### src/design/dlbs_pkg.sv
// Shared constants and types for the die-to-die link bring-up controller.
`default_nettype none
package dlbs_pkg;
	// ************************************************************
	// Geometry
	// ************************************************************
	localparam int NSLICE    = 8;
	localparam int PAT_W     = 16;
	localparam int AV_AW     = 5;
	localparam int APB_AW    = 12;
	// ************************************************************
	// Timing
	// ************************************************************
	localparam int CLK_NS       = 40;
	localparam int RST_HOLD_NS  = 1000;
	localparam int RST_HOLD_CYC = (RST_HOLD_NS + CLK_NS - 1) / CLK_NS;
	localparam int HOLD_W       = 8;
	// ************************************************************
	// Register byte offsets
	// ************************************************************
	localparam logic [AV_AW-1:0] OFS_CTRL    = 5'h00;
	localparam logic [AV_AW-1:0] OFS_DIR     = 5'h04;
	localparam logic [AV_AW-1:0] OFS_PAT     = 5'h08;
	localparam logic [AV_AW-1:0] OFS_TXCFG_A = 5'h0c;
	localparam logic [AV_AW-1:0] OFS_TXCFG_D = 5'h10;
	localparam logic [AV_AW-1:0] OFS_STATUS  = 5'h14;
	localparam logic [AV_AW-1:0] OFS_RXCFG_A = 5'h18;
	localparam logic [AV_AW-1:0] OFS_RXCFG_D = 5'h1c;
	// ************************************************************
	// Field positions and reset values
	// ************************************************************
	localparam int CTRL_RUN     = 0;
	localparam int CTRL_RESTART = 1;
	localparam int CTRL_CFG_EN  = 2;
	localparam int CTRL_NEED_EN = 3;
	localparam int ST_DONE      = 4;
	localparam int ST_FAULT     = 5;
	localparam int ST_APB_ERR   = 6;
	localparam int ST_UP_LSB    = 8;
	localparam logic [3:0]        CTRL_RST = 4'h0;
	localparam logic [NSLICE-1:0] DIR_RST  = 8'h0f;
	localparam logic [PAT_W-1:0]  PAT_RST  = 16'h00ff;
	// ************************************************************
	// Bring-up phases
	// ************************************************************
	typedef enum logic [3:0] {
		PH_IDLE    = 4'b0000,
		PH_RST_ALL = 4'b0001,
		PH_TX_REL  = 4'b0010,
		PH_TX_CFG  = 4'b0011,
		PH_TX_EN   = 4'b0100,
		PH_TX_WAIT = 4'b0101,
		PH_TRAIN   = 4'b0110,
		PH_RX_REL  = 4'b0111,
		PH_RX_CFG  = 4'b1000,
		PH_RX_EN   = 4'b1001,
		PH_RX_WAIT = 4'b1010,
		PH_UP      = 4'b1011
	} dlbs_phase_t;
	typedef enum logic [1:0] {
		AP_IDLE   = 2'b00,
		AP_SETUP  = 2'b01,
		AP_ACCESS = 2'b10
	} dlbs_apb_t;
endpackage : dlbs_pkg
`default_nettype wire

### src/design/dlbs_apb_master.sv
// Single-write APB master used for slice configuration.
`default_nettype none
module dlbs_apb_master (
	input  wire logic                       ref_clk,
	input  wire logic                       resetn,
	input  wire logic                       start,
	input  wire logic [dlbs_pkg::APB_AW-1:0] addr,
	input  wire logic [31:0]                wdata,
	output logic                            done,
	output logic                            err,
	output logic                            psel,
	output logic                            penable,
	output logic                            pwrite,
	output logic [dlbs_pkg::APB_AW-1:0]     paddr,
	output logic [31:0]                     pwdata,
	input  wire logic                       pready,
	input  wire logic                       pslverr
);
	dlbs_pkg::dlbs_apb_t state_reg;

	always_ff @(posedge ref_clk or negedge resetn) begin
		if (!resetn) begin
			state_reg <= dlbs_pkg::AP_IDLE;
			paddr     <= '0;
			pwdata    <= '0;
			done      <= 1'b0;
			err       <= 1'b0;
		end else begin
			done <= 1'b0;
			case (state_reg)
				dlbs_pkg::AP_IDLE: begin
					if (start) begin
						paddr     <= addr;
						pwdata    <= wdata;
						state_reg <= dlbs_pkg::AP_SETUP;
					end
				end
				dlbs_pkg::AP_SETUP: begin
					state_reg <= dlbs_pkg::AP_ACCESS;
				end
				dlbs_pkg::AP_ACCESS: begin
					if (pready) begin
						done      <= 1'b1;
						err       <= pslverr;
						state_reg <= dlbs_pkg::AP_IDLE;
					end
				end
				default: state_reg <= dlbs_pkg::AP_IDLE;
			endcase
		end
	end

	assign psel    = (state_reg != dlbs_pkg::AP_IDLE);
	assign penable = (state_reg == dlbs_pkg::AP_ACCESS);
	assign pwrite  = 1'b1;
endmodule : dlbs_apb_master
`default_nettype wire

### src/design/dlbs_link_ctrl.sv
// Link controller that brings up transmit and then receive PHY slices.
//
// Register access over Avalon-MM and the address map are this design's own decisions.
`default_nettype none
module dlbs_link_ctrl (
	input  wire logic                        ref_clk,
	input  wire logic                        resetn,
	// Avalon-MM slave
	input  wire logic [dlbs_pkg::AV_AW-1:0]  avs_address,
	input  wire logic                        avs_read,
	input  wire logic                        avs_write,
	input  wire logic [31:0]                 avs_writedata,
	input  wire logic [3:0]                  avs_byteenable,
	output logic [31:0]                      avs_readdata,
	output logic                             avs_waitrequest,
	// Slice control
	output logic [dlbs_pkg::NSLICE-1:0]      slice_reset_low,
	output logic [dlbs_pkg::NSLICE-1:0]      slice_enable,
	input  wire logic [dlbs_pkg::NSLICE-1:0] slice_up_flag,
	// Link layer control
	output logic                             train_send,
	output logic [dlbs_pkg::PAT_W-1:0]       train_pattern,
	output logic                             bond_start,
	// APB to slices
	output logic                             psel,
	output logic                             penable,
	output logic                             pwrite,
	output logic [dlbs_pkg::APB_AW-1:0]      paddr,
	output logic [31:0]                      pwdata,
	input  wire logic                        pready,
	input  wire logic                        pslverr
);
	// ************************************************************
	// Software registers
	// ************************************************************
	logic [3:0]                   ctrl_reg;
	logic [dlbs_pkg::NSLICE-1:0]  dir_reg;
	logic [dlbs_pkg::APB_AW-1:0]  txcfg_a_reg;
	logic [31:0]                  txcfg_d_reg;
	logic [dlbs_pkg::APB_AW-1:0]  rxcfg_a_reg;
	logic [31:0]                  rxcfg_d_reg;
	logic                         fault_reg;
	logic                         apb_err_reg;
	logic                         ack_reg;
	logic                         restart_reg;
	logic                         dir_chg_reg;
	dlbs_pkg::dlbs_phase_t        phase_reg;
	logic [dlbs_pkg::HOLD_W-1:0]  hold_reg;
	logic                         apb_busy_reg;
	logic                         apb_start;
	logic                         apb_done;
	logic                         apb_err;
	logic                         wr_hit;
	logic                         fault_evt;
	logic [dlbs_pkg::NSLICE-1:0]  tx_mask;
	logic [dlbs_pkg::NSLICE-1:0]  rx_mask;
	logic                         tx_all_up;
	logic                         rx_all_up;
	logic [31:0]                  rd_mux;

	// Writes land at the edge after the wait state, when waitrequest is low, as the master expects.
	assign wr_hit          = avs_write & ack_reg;
	// One wait state: every access is answered at the second edge.
	assign avs_waitrequest = (avs_read | avs_write) & ~ack_reg;

	always_ff @(posedge ref_clk or negedge resetn) begin
		if (!resetn) begin
			ack_reg <= 1'b0;
		end else begin
			ack_reg <= (avs_read | avs_write) & ~ack_reg;
		end
	end

	always_comb begin
		rd_mux = '0;
		case (avs_address)
			dlbs_pkg::OFS_CTRL:    rd_mux[3:0] = ctrl_reg & 4'hd;
			dlbs_pkg::OFS_DIR:     rd_mux[dlbs_pkg::NSLICE-1:0] = dir_reg;
			dlbs_pkg::OFS_PAT:     rd_mux[dlbs_pkg::PAT_W-1:0] = train_pattern;
			dlbs_pkg::OFS_TXCFG_A: rd_mux[dlbs_pkg::APB_AW-1:0] = txcfg_a_reg;
			dlbs_pkg::OFS_TXCFG_D: rd_mux = txcfg_d_reg;
			dlbs_pkg::OFS_RXCFG_A: rd_mux[dlbs_pkg::APB_AW-1:0] = rxcfg_a_reg;
			dlbs_pkg::OFS_RXCFG_D: rd_mux = rxcfg_d_reg;
			dlbs_pkg::OFS_STATUS: begin
				rd_mux[3:0]                  = phase_reg;
				rd_mux[dlbs_pkg::ST_DONE]    = (phase_reg == dlbs_pkg::PH_UP);
				rd_mux[dlbs_pkg::ST_FAULT]   = fault_reg;
				rd_mux[dlbs_pkg::ST_APB_ERR] = apb_err_reg;
				rd_mux[dlbs_pkg::ST_UP_LSB +: dlbs_pkg::NSLICE] = slice_up_flag;
			end
			default: rd_mux = '0;
		endcase
	end

	always_ff @(posedge ref_clk or negedge resetn) begin
		if (!resetn) begin
			avs_readdata <= '0;
		end else if (avs_read & ~ack_reg) begin
			avs_readdata <= rd_mux;
		end
	end

	// Byte lane 0 carries every narrow field; wider fields honour all lanes.
	always_ff @(posedge ref_clk or negedge resetn) begin
		if (!resetn) begin
			ctrl_reg      <= dlbs_pkg::CTRL_RST;
			dir_reg       <= dlbs_pkg::DIR_RST;
			train_pattern <= dlbs_pkg::PAT_RST;
			txcfg_a_reg   <= '0;
			txcfg_d_reg   <= '0;
			rxcfg_a_reg   <= '0;
			rxcfg_d_reg   <= '0;
			restart_reg   <= 1'b0;
			dir_chg_reg   <= 1'b0;
		end else begin
			// A restart that meets a busy configuration write waits for it to finish.
			restart_reg <= restart_reg & apb_busy_reg;
			dir_chg_reg <= dir_chg_reg & apb_busy_reg;
			if (wr_hit) begin
				case (avs_address)
					dlbs_pkg::OFS_CTRL: begin
						if (avs_byteenable[0]) begin
							ctrl_reg    <= avs_writedata[3:0] & 4'hd;
							restart_reg <= avs_writedata[dlbs_pkg::CTRL_RESTART];
						end
					end
					dlbs_pkg::OFS_DIR: begin
						if (avs_byteenable[0]) begin
							dir_reg     <= avs_writedata[dlbs_pkg::NSLICE-1:0];
							dir_chg_reg <= (avs_writedata[dlbs_pkg::NSLICE-1:0] != dir_reg);
						end
					end
					dlbs_pkg::OFS_PAT: begin
						if (avs_byteenable[0]) train_pattern[7:0] <= avs_writedata[7:0];
						if (avs_byteenable[1]) train_pattern[15:8] <= avs_writedata[15:8];
					end
					dlbs_pkg::OFS_TXCFG_A: begin
						if (avs_byteenable[0]) txcfg_a_reg[7:0] <= avs_writedata[7:0];
						if (avs_byteenable[1]) txcfg_a_reg[11:8] <= avs_writedata[11:8];
					end
					dlbs_pkg::OFS_RXCFG_A: begin
						if (avs_byteenable[0]) rxcfg_a_reg[7:0] <= avs_writedata[7:0];
						if (avs_byteenable[1]) rxcfg_a_reg[11:8] <= avs_writedata[11:8];
					end
					dlbs_pkg::OFS_TXCFG_D: begin
						for (int b = 0; b < 4; b++) begin
							if (avs_byteenable[b]) txcfg_d_reg[8*b +: 8] <= avs_writedata[8*b +: 8];
						end
					end
					dlbs_pkg::OFS_RXCFG_D: begin
						for (int b = 0; b < 4; b++) begin
							if (avs_byteenable[b]) rxcfg_d_reg[8*b +: 8] <= avs_writedata[8*b +: 8];
						end
					end
					default: begin
					end
				endcase
			end
		end
	end

	// ************************************************************
	// Sticky status, set wins over write-one-to-clear
	// ************************************************************
	always_ff @(posedge ref_clk or negedge resetn) begin
		if (!resetn) begin
			fault_reg   <= 1'b0;
			apb_err_reg <= 1'b0;
		end else begin
			if (fault_evt) begin
				fault_reg <= 1'b1;
			end else if (wr_hit && avs_address == dlbs_pkg::OFS_STATUS && avs_byteenable[0]
			             && avs_writedata[dlbs_pkg::ST_FAULT]) begin
				fault_reg <= 1'b0;
			end
			if (apb_done && apb_err) begin
				apb_err_reg <= 1'b1;
			end else if (wr_hit && avs_address == dlbs_pkg::OFS_STATUS && avs_byteenable[0]
			             && avs_writedata[dlbs_pkg::ST_APB_ERR]) begin
				apb_err_reg <= 1'b0;
			end
		end
	end

	// ************************************************************
	// Bring-up sequence
	// ************************************************************
	assign tx_mask   = dir_reg;
	assign rx_mask   = ~dir_reg;
	assign tx_all_up = &(slice_up_flag | ~tx_mask);
	assign rx_all_up = &(slice_up_flag | ~rx_mask);

	// A transmit slice losing ready once training runs, or any slice once up.
	always_comb begin
		fault_evt = 1'b0;
		case (phase_reg)
			dlbs_pkg::PH_TRAIN, dlbs_pkg::PH_RX_REL, dlbs_pkg::PH_RX_CFG,
			dlbs_pkg::PH_RX_EN, dlbs_pkg::PH_RX_WAIT: fault_evt = ~tx_all_up;
			dlbs_pkg::PH_UP: fault_evt = ~tx_all_up | ~rx_all_up;
			default: fault_evt = 1'b0;
		endcase
	end

	assign apb_start = ~apb_busy_reg & ctrl_reg[dlbs_pkg::CTRL_CFG_EN] & ctrl_reg[dlbs_pkg::CTRL_RUN]
	                   & ~restart_reg & ~dir_chg_reg
	                   & ((phase_reg == dlbs_pkg::PH_TX_CFG) | (phase_reg == dlbs_pkg::PH_RX_CFG));

	always_ff @(posedge ref_clk or negedge resetn) begin
		if (!resetn) begin
			phase_reg    <= dlbs_pkg::PH_IDLE;
			hold_reg     <= '0;
			apb_busy_reg <= 1'b0;
		end else if (!ctrl_reg[dlbs_pkg::CTRL_RUN]) begin
			phase_reg    <= dlbs_pkg::PH_IDLE;
			apb_busy_reg <= apb_busy_reg & ~apb_done;
		end else if ((restart_reg | dir_chg_reg | fault_evt)
		             && phase_reg != dlbs_pkg::PH_IDLE && !apb_busy_reg) begin
			phase_reg <= dlbs_pkg::PH_RST_ALL;
			hold_reg  <= '0;
		end else begin
			case (phase_reg)
				dlbs_pkg::PH_IDLE: begin
					phase_reg <= dlbs_pkg::PH_RST_ALL;
					hold_reg  <= '0;
				end
				dlbs_pkg::PH_RST_ALL: begin
					hold_reg <= hold_reg + 1'b1;
					if (hold_reg == dlbs_pkg::HOLD_W'(dlbs_pkg::RST_HOLD_CYC - 1)) begin
						phase_reg <= dlbs_pkg::PH_TX_REL;
					end
				end
				dlbs_pkg::PH_TX_REL: phase_reg <= dlbs_pkg::PH_TX_CFG;
				dlbs_pkg::PH_TX_CFG, dlbs_pkg::PH_RX_CFG: begin
					if (apb_start) begin
						apb_busy_reg <= 1'b1;
					end else if (apb_busy_reg) begin
						if (apb_done) begin
							apb_busy_reg <= 1'b0;
							phase_reg    <= (phase_reg == dlbs_pkg::PH_TX_CFG) ?
							                dlbs_pkg::PH_TX_EN : dlbs_pkg::PH_RX_EN;
						end
					end else begin
						phase_reg <= (phase_reg == dlbs_pkg::PH_TX_CFG) ?
						             dlbs_pkg::PH_TX_EN : dlbs_pkg::PH_RX_EN;
					end
				end
				dlbs_pkg::PH_TX_EN: phase_reg <= dlbs_pkg::PH_TX_WAIT;
				dlbs_pkg::PH_TX_WAIT: begin
					if (tx_all_up) phase_reg <= dlbs_pkg::PH_TRAIN;
				end
				dlbs_pkg::PH_TRAIN: phase_reg <= dlbs_pkg::PH_RX_REL;
				dlbs_pkg::PH_RX_REL: phase_reg <= dlbs_pkg::PH_RX_CFG;
				dlbs_pkg::PH_RX_EN: phase_reg <= dlbs_pkg::PH_RX_WAIT;
				dlbs_pkg::PH_RX_WAIT: begin
					if (rx_all_up) phase_reg <= dlbs_pkg::PH_UP;
				end
				dlbs_pkg::PH_UP: phase_reg <= dlbs_pkg::PH_UP;
				default: phase_reg <= dlbs_pkg::PH_IDLE;
			endcase
		end
	end

	// ************************************************************
	// Slice and link layer outputs, registered from the phase, the direction masks and CTRL_NEED_EN
	// ************************************************************
	always_ff @(posedge ref_clk or negedge resetn) begin
		if (!resetn) begin
			slice_reset_low <= '0;
			slice_enable    <= '0;
			train_send      <= 1'b0;
			bond_start      <= 1'b0;
		end else begin
			case (phase_reg)
				dlbs_pkg::PH_IDLE, dlbs_pkg::PH_RST_ALL: begin
					slice_reset_low <= '0;
					slice_enable    <= '0;
					train_send      <= 1'b0;
					bond_start      <= 1'b0;
				end
				dlbs_pkg::PH_TX_REL, dlbs_pkg::PH_TX_CFG: begin
					slice_reset_low <= tx_mask;
				end
				dlbs_pkg::PH_TX_EN: begin
					if (ctrl_reg[dlbs_pkg::CTRL_NEED_EN]) slice_enable <= tx_mask;
				end
				dlbs_pkg::PH_TRAIN: begin
					train_send <= 1'b1;
				end
				dlbs_pkg::PH_RX_REL: begin
					slice_reset_low <= tx_mask | rx_mask;
				end
				dlbs_pkg::PH_RX_EN: begin
					if (ctrl_reg[dlbs_pkg::CTRL_NEED_EN]) slice_enable <= tx_mask | rx_mask;
				end
				dlbs_pkg::PH_UP: begin
					bond_start <= 1'b1;
				end
				default: begin
				end
			endcase
		end
	end

	// ************************************************************
	// Configuration port
	// ************************************************************
	dlbs_apb_master u_apb (
		.ref_clk (ref_clk),
		.resetn  (resetn),
		.start   (apb_start),
		.addr    ((phase_reg == dlbs_pkg::PH_TX_CFG) ? txcfg_a_reg : rxcfg_a_reg),
		.wdata   ((phase_reg == dlbs_pkg::PH_TX_CFG) ? txcfg_d_reg : rxcfg_d_reg),
		.done    (apb_done),
		.err     (apb_err),
		.psel    (psel),
		.penable (penable),
		.pwrite  (pwrite),
		.paddr   (paddr),
		.pwdata  (pwdata),
		.pready  (pready),
		.pslverr (pslverr)
	);
endmodule : dlbs_link_ctrl
`default_nettype wire

### config.mk
export PLATFORM = sky130hd
export DESIGN_NAME = dlbs_link_ctrl
export DESIGN_NICKNAME = d
export VERILOG_FILES = /design/src/design/dlbs_pkg.sv /design/src/design/dlbs_apb_master.sv /design/src/design/dlbs_link_ctrl.sv
export SDC_FILE = /design/constraint.sdc
export NUM_CORES = 1
export LEC_CHECK = 0
export ABC_AREA = 1
export ABC_CLOCK_PERIOD_IN_PS = 1630
export BUFFER_PORTS_ARGS = -buffer_cell sky130_fd_sc_hd__buf_2
export CELL_PAD_IN_SITES_DETAIL_PLACEMENT = 1
export CELL_PAD_IN_SITES_GLOBAL_PLACEMENT = 1
export CORE_AREA = 2 2 212 151
export DETAILED_ROUTE_END_ITERATION = 8
export DIE_AREA = 0 0 214 153
export PLACE_DENSITY = 0.78
export SLEW_MARGIN = 20
export SYNTH_ARGS = -nofsm -noshare
export SYNTH_HDL_FRONTEND = slang
export SYNTH_SLANG_ARGS = --single-unit
### constraint.sdc
create_clock -name ref_clk -period 1.63 [get_ports ref_clk]
set_clock_uncertainty 0.1 [all_clocks]
set_input_delay 0.326 -clock ref_clk [delete_from_list [all_inputs] [get_ports ref_clk]]
set_output_delay 0.326 -clock ref_clk [all_outputs]
set_load 0.1 [all_outputs]
==> run summary <==
status: complete, but fails checks
failing checks: negative setup slack
initial antenna violation count: 3
clock transition at the registers of the reported paths: 0.07 ns
Synth area leader: dfrtp_1
Hold Path Depth: 3
Core Area: 0.03074 mm²
Slew Viols, Final: 0
gpl congestion: 0.9189
Root Driver: clkbuf_16
CP startpoint kind: flip-flop
critical path arrival: 2.49 ns
synthesized net count: 1,311
Worst VDD drop: 722.4 µV
clock buffer depth: 3
synth warn: 0
worst path required time: 2.01 ns
drc violations: 0
All-Layer GR Usage: 0.2812
mean routed wirelength per cell: 26.87 µm
library cells used by synthesis: 39
top cells by area, synth: dfrtp_1 52%, nand2_1 11%, o21ai_0 8.5%
Post-synth top cells: 322 x nand2_1, 219 x dfrtp_1, 180 x o21ai_0
initial drt markers: 1,274
cell with the most instances after synthesis: nand2_1
worst min-delay path class: in -> reg
row count: 54
Inst Count DP: 1,945
PD cells: 925.0 mW/mm²
share of cells above drive strength 1: 0.4050
clk_lat worst skew: 0.55 ns
H-tree depth: 1
Hold EP: rxcfg_d_reg[24]
Int Power: 10.82 mW
number of flops mapped to enable cells by yosys: 0
sequential power share: 0.403
Clk pwr share: 0.388
total power: 16.26 mW
NumNets Final: 1,706
die width: 214 µm
Mean Syn Cell Area: 8.477 µm²
min cycle time layout: 2.119 ns
global-route wire length before repair: 72.51 mm
total wire length: 56.15 mm
cell area after synthesis: 0.01063 mm²
Initial Util: 0.3458
clock sinks: 231
Final Setup Violations: 105
Pre-antenna DRT Iters: 5
Logic pwr share: 0.208
Hold Fails Final Rpt: 0
vias in the first global route: 12,133
reg2reg setup slack: -0.49 ns
switch share: 0.3350
#FFs+latches synth: 231
fraction of registers with async set/reset: 1.000
register area share after synthesis: 0.5452
WS Path Type: reg -> reg
final period utilization: 1.300
synth-to-layout area growth: 65.41%
remaining antenna violation count after routing: 0
Via density: 5.752
Switching Power: 5.449 mW
Max Freq: 471.9 MHz
total grt overflow: 0
IO Port Bufs: 167
Worst R2R End: phase_reg[0]
hold_sp: avs_writedata[24]
Setup WS post-layout: -0.4892 ns
MaxCap Viol Count: 0
LEAKAGE: 8.225 nW
Die Height: 153 µm
Crit. End Element: flip-flop
Die ar.: 0.03274 mm²
fin cells: 2,090
Worst R2R Start: dir_reg[1]
Synth Flop Type: dfrtp_1
Rel. slew slack: 0.5637
dpl hpwl: 29.53 mm
Ports: 169
worst-margin pin slew: 0.6476 ns
r2r worst-path depth: 13
CTS tree: yes
Syn Inst Count: 1,254
RSZ-0062 raised after global routing: yes
total CTS buffers: 26
share of the synthesized area in the top cell type: 0.5155
largest net degree at the start of global routing: 50
vias: 12,021
maximum fanout along the worst path: 5
final cells by class:
cell class	count	area [µm²]
Antenna cell	1	2.502
Clock inverter	11	111.4
Timing Repair Buffer	422	4745
Multi-Input combinational cell	840	5087
Inverter	128	498.0
Fill cell	3346	13160
Sequential cell	231	5841
Tap cell	420	525.5
Clock buffer	37	773.2
how the worst max path moves through the flow:
| stage | startpoint | endpoint | slack, ns | depth (start not counted) |
|---|---|---|---|---|
| final | dir_reg[1] | phase_reg[0] | -0.49 | 13 |
| after global routing | dir_reg[1] | phase_reg[0] | -0.52 | 13 |
| after CTS | dir_reg[2] | hold_reg[2] | -0.21 | 13 |
| after detailed placement | avs_address[1] | rxcfg_a_reg[0] | -0.44 | 10 |
| after global placement | phase_reg[0] | u_apb.pwdata[0] | -0.32 | 10 |
| after floorplan | dir_reg[2] | hold_reg[5] | -0.05 | 15 |
through the flow:
| stage | worst slack, ns | area (µm²) | util | TNS (ns) | hold slack (ns) |
|---|---|---|---|---|---|
| after floorplan | -0.05000 | 10680 | - | -0.5567 | -0.06959 |
| after global placement | -0.3165 | 13450 | 0.4374 | -39.69 | 0.1606 |
| after detailed placement | -0.4400 | 13450 | 0.4374 | -45.58 | 0.1586 |
| after CTS | -0.2128 | 16170 | 0.5258 | -9.454 | 0.0002582 |
| after global routing | -0.5187 | 17580 | 0.5720 | -25.98 | 0.03777 |
| final | -0.4892 | 17580 | 0.5720 | -20.40 | 0.01505 |
repair_timing:
| item | 4_1_cts | 5_1_grt |
|---|---|---|
| gates cloned | 9 | 6 |
| gates resized for setup | 346 | 293 |
| pin swaps | 18 | 33 |
| hold buffers | 28 | 0 |
| setup endpoints to repair | 198 | 224 |
| setup buffers | 38 | 19 |
| endpoints found under the hold margin | 169 | 0 |
layout by cell type (no fill, tap or decap), types with 18 or more instances in the layout:
cell,count
a21oi_1,39
buf_12,76
buf_2,53
buf_4,156
buf_6,72
buf_8,25
clkbuf_16,31
dfrtp_1,183
dfrtp_2,36
dlygate4sd3_1,28
inv_1,106
nand2_1,290
nand2_2,18
nand2_4,20
nor2_1,87
nor2_4,19
o21a_1,24
o21ai_0,136
o21ai_1,20
o21ai_2,22
o41ai_2,19
cell families (layout without fill, tap and decap cells):
family                   count (synthesis)  after routing  share of synthesized area
AND/OR/NAND/NOR                        491            493                     0.1877
AO/OA/AOI/OAI                          335            335                     0.1836
buffers and inverters                  185            598                    0.07333
adder cells (fa/ha/maj)                  2              2                   0.002354
other                                    1              2                  0.0003528
XOR/XNOR                                 9              9                   0.007416
flip-flops                             231            231                     0.5452
critical path, stage by stage, from the launching register on:
cell	delay (ns)
dfstp_2	0.55
inv_2	0.06
o21ai_1	0.24
inv_1	0.10
nand2_1	0.11
nor2_1	0.09
nand2_1	0.08
nand2_2	0.10
nand2_4	0.13
nand2_8	0.09
buf_4	0.15
a21oi_2	0.10
nand3_1	0.08
nand2_1	0.06
routing by layer:
metal  wire (µm)  GRT usage  up-vias
li1            -          -     4953
met1       22400     0.3902     6006
met2       25790     0.4508      823
met3        5010    0.04836      239
met4        2948    0.08591        0
met5           0          0        -
power groups by stage:
stage | logic [mW] | clock network (mW) | registers [mW]
floorplan | 0.664 | 0 | 7.46
global placement | 2.62 | 0 | 6.52
detailed placement | 2.69 | 0 | 6.54
CTS | 3.00 | 6.22 | 6.47
global route | 3.52 | 6.53 | 6.58
finish | 3.39 | 6.32 | 6.56
(Power assumes the default switching activity.)
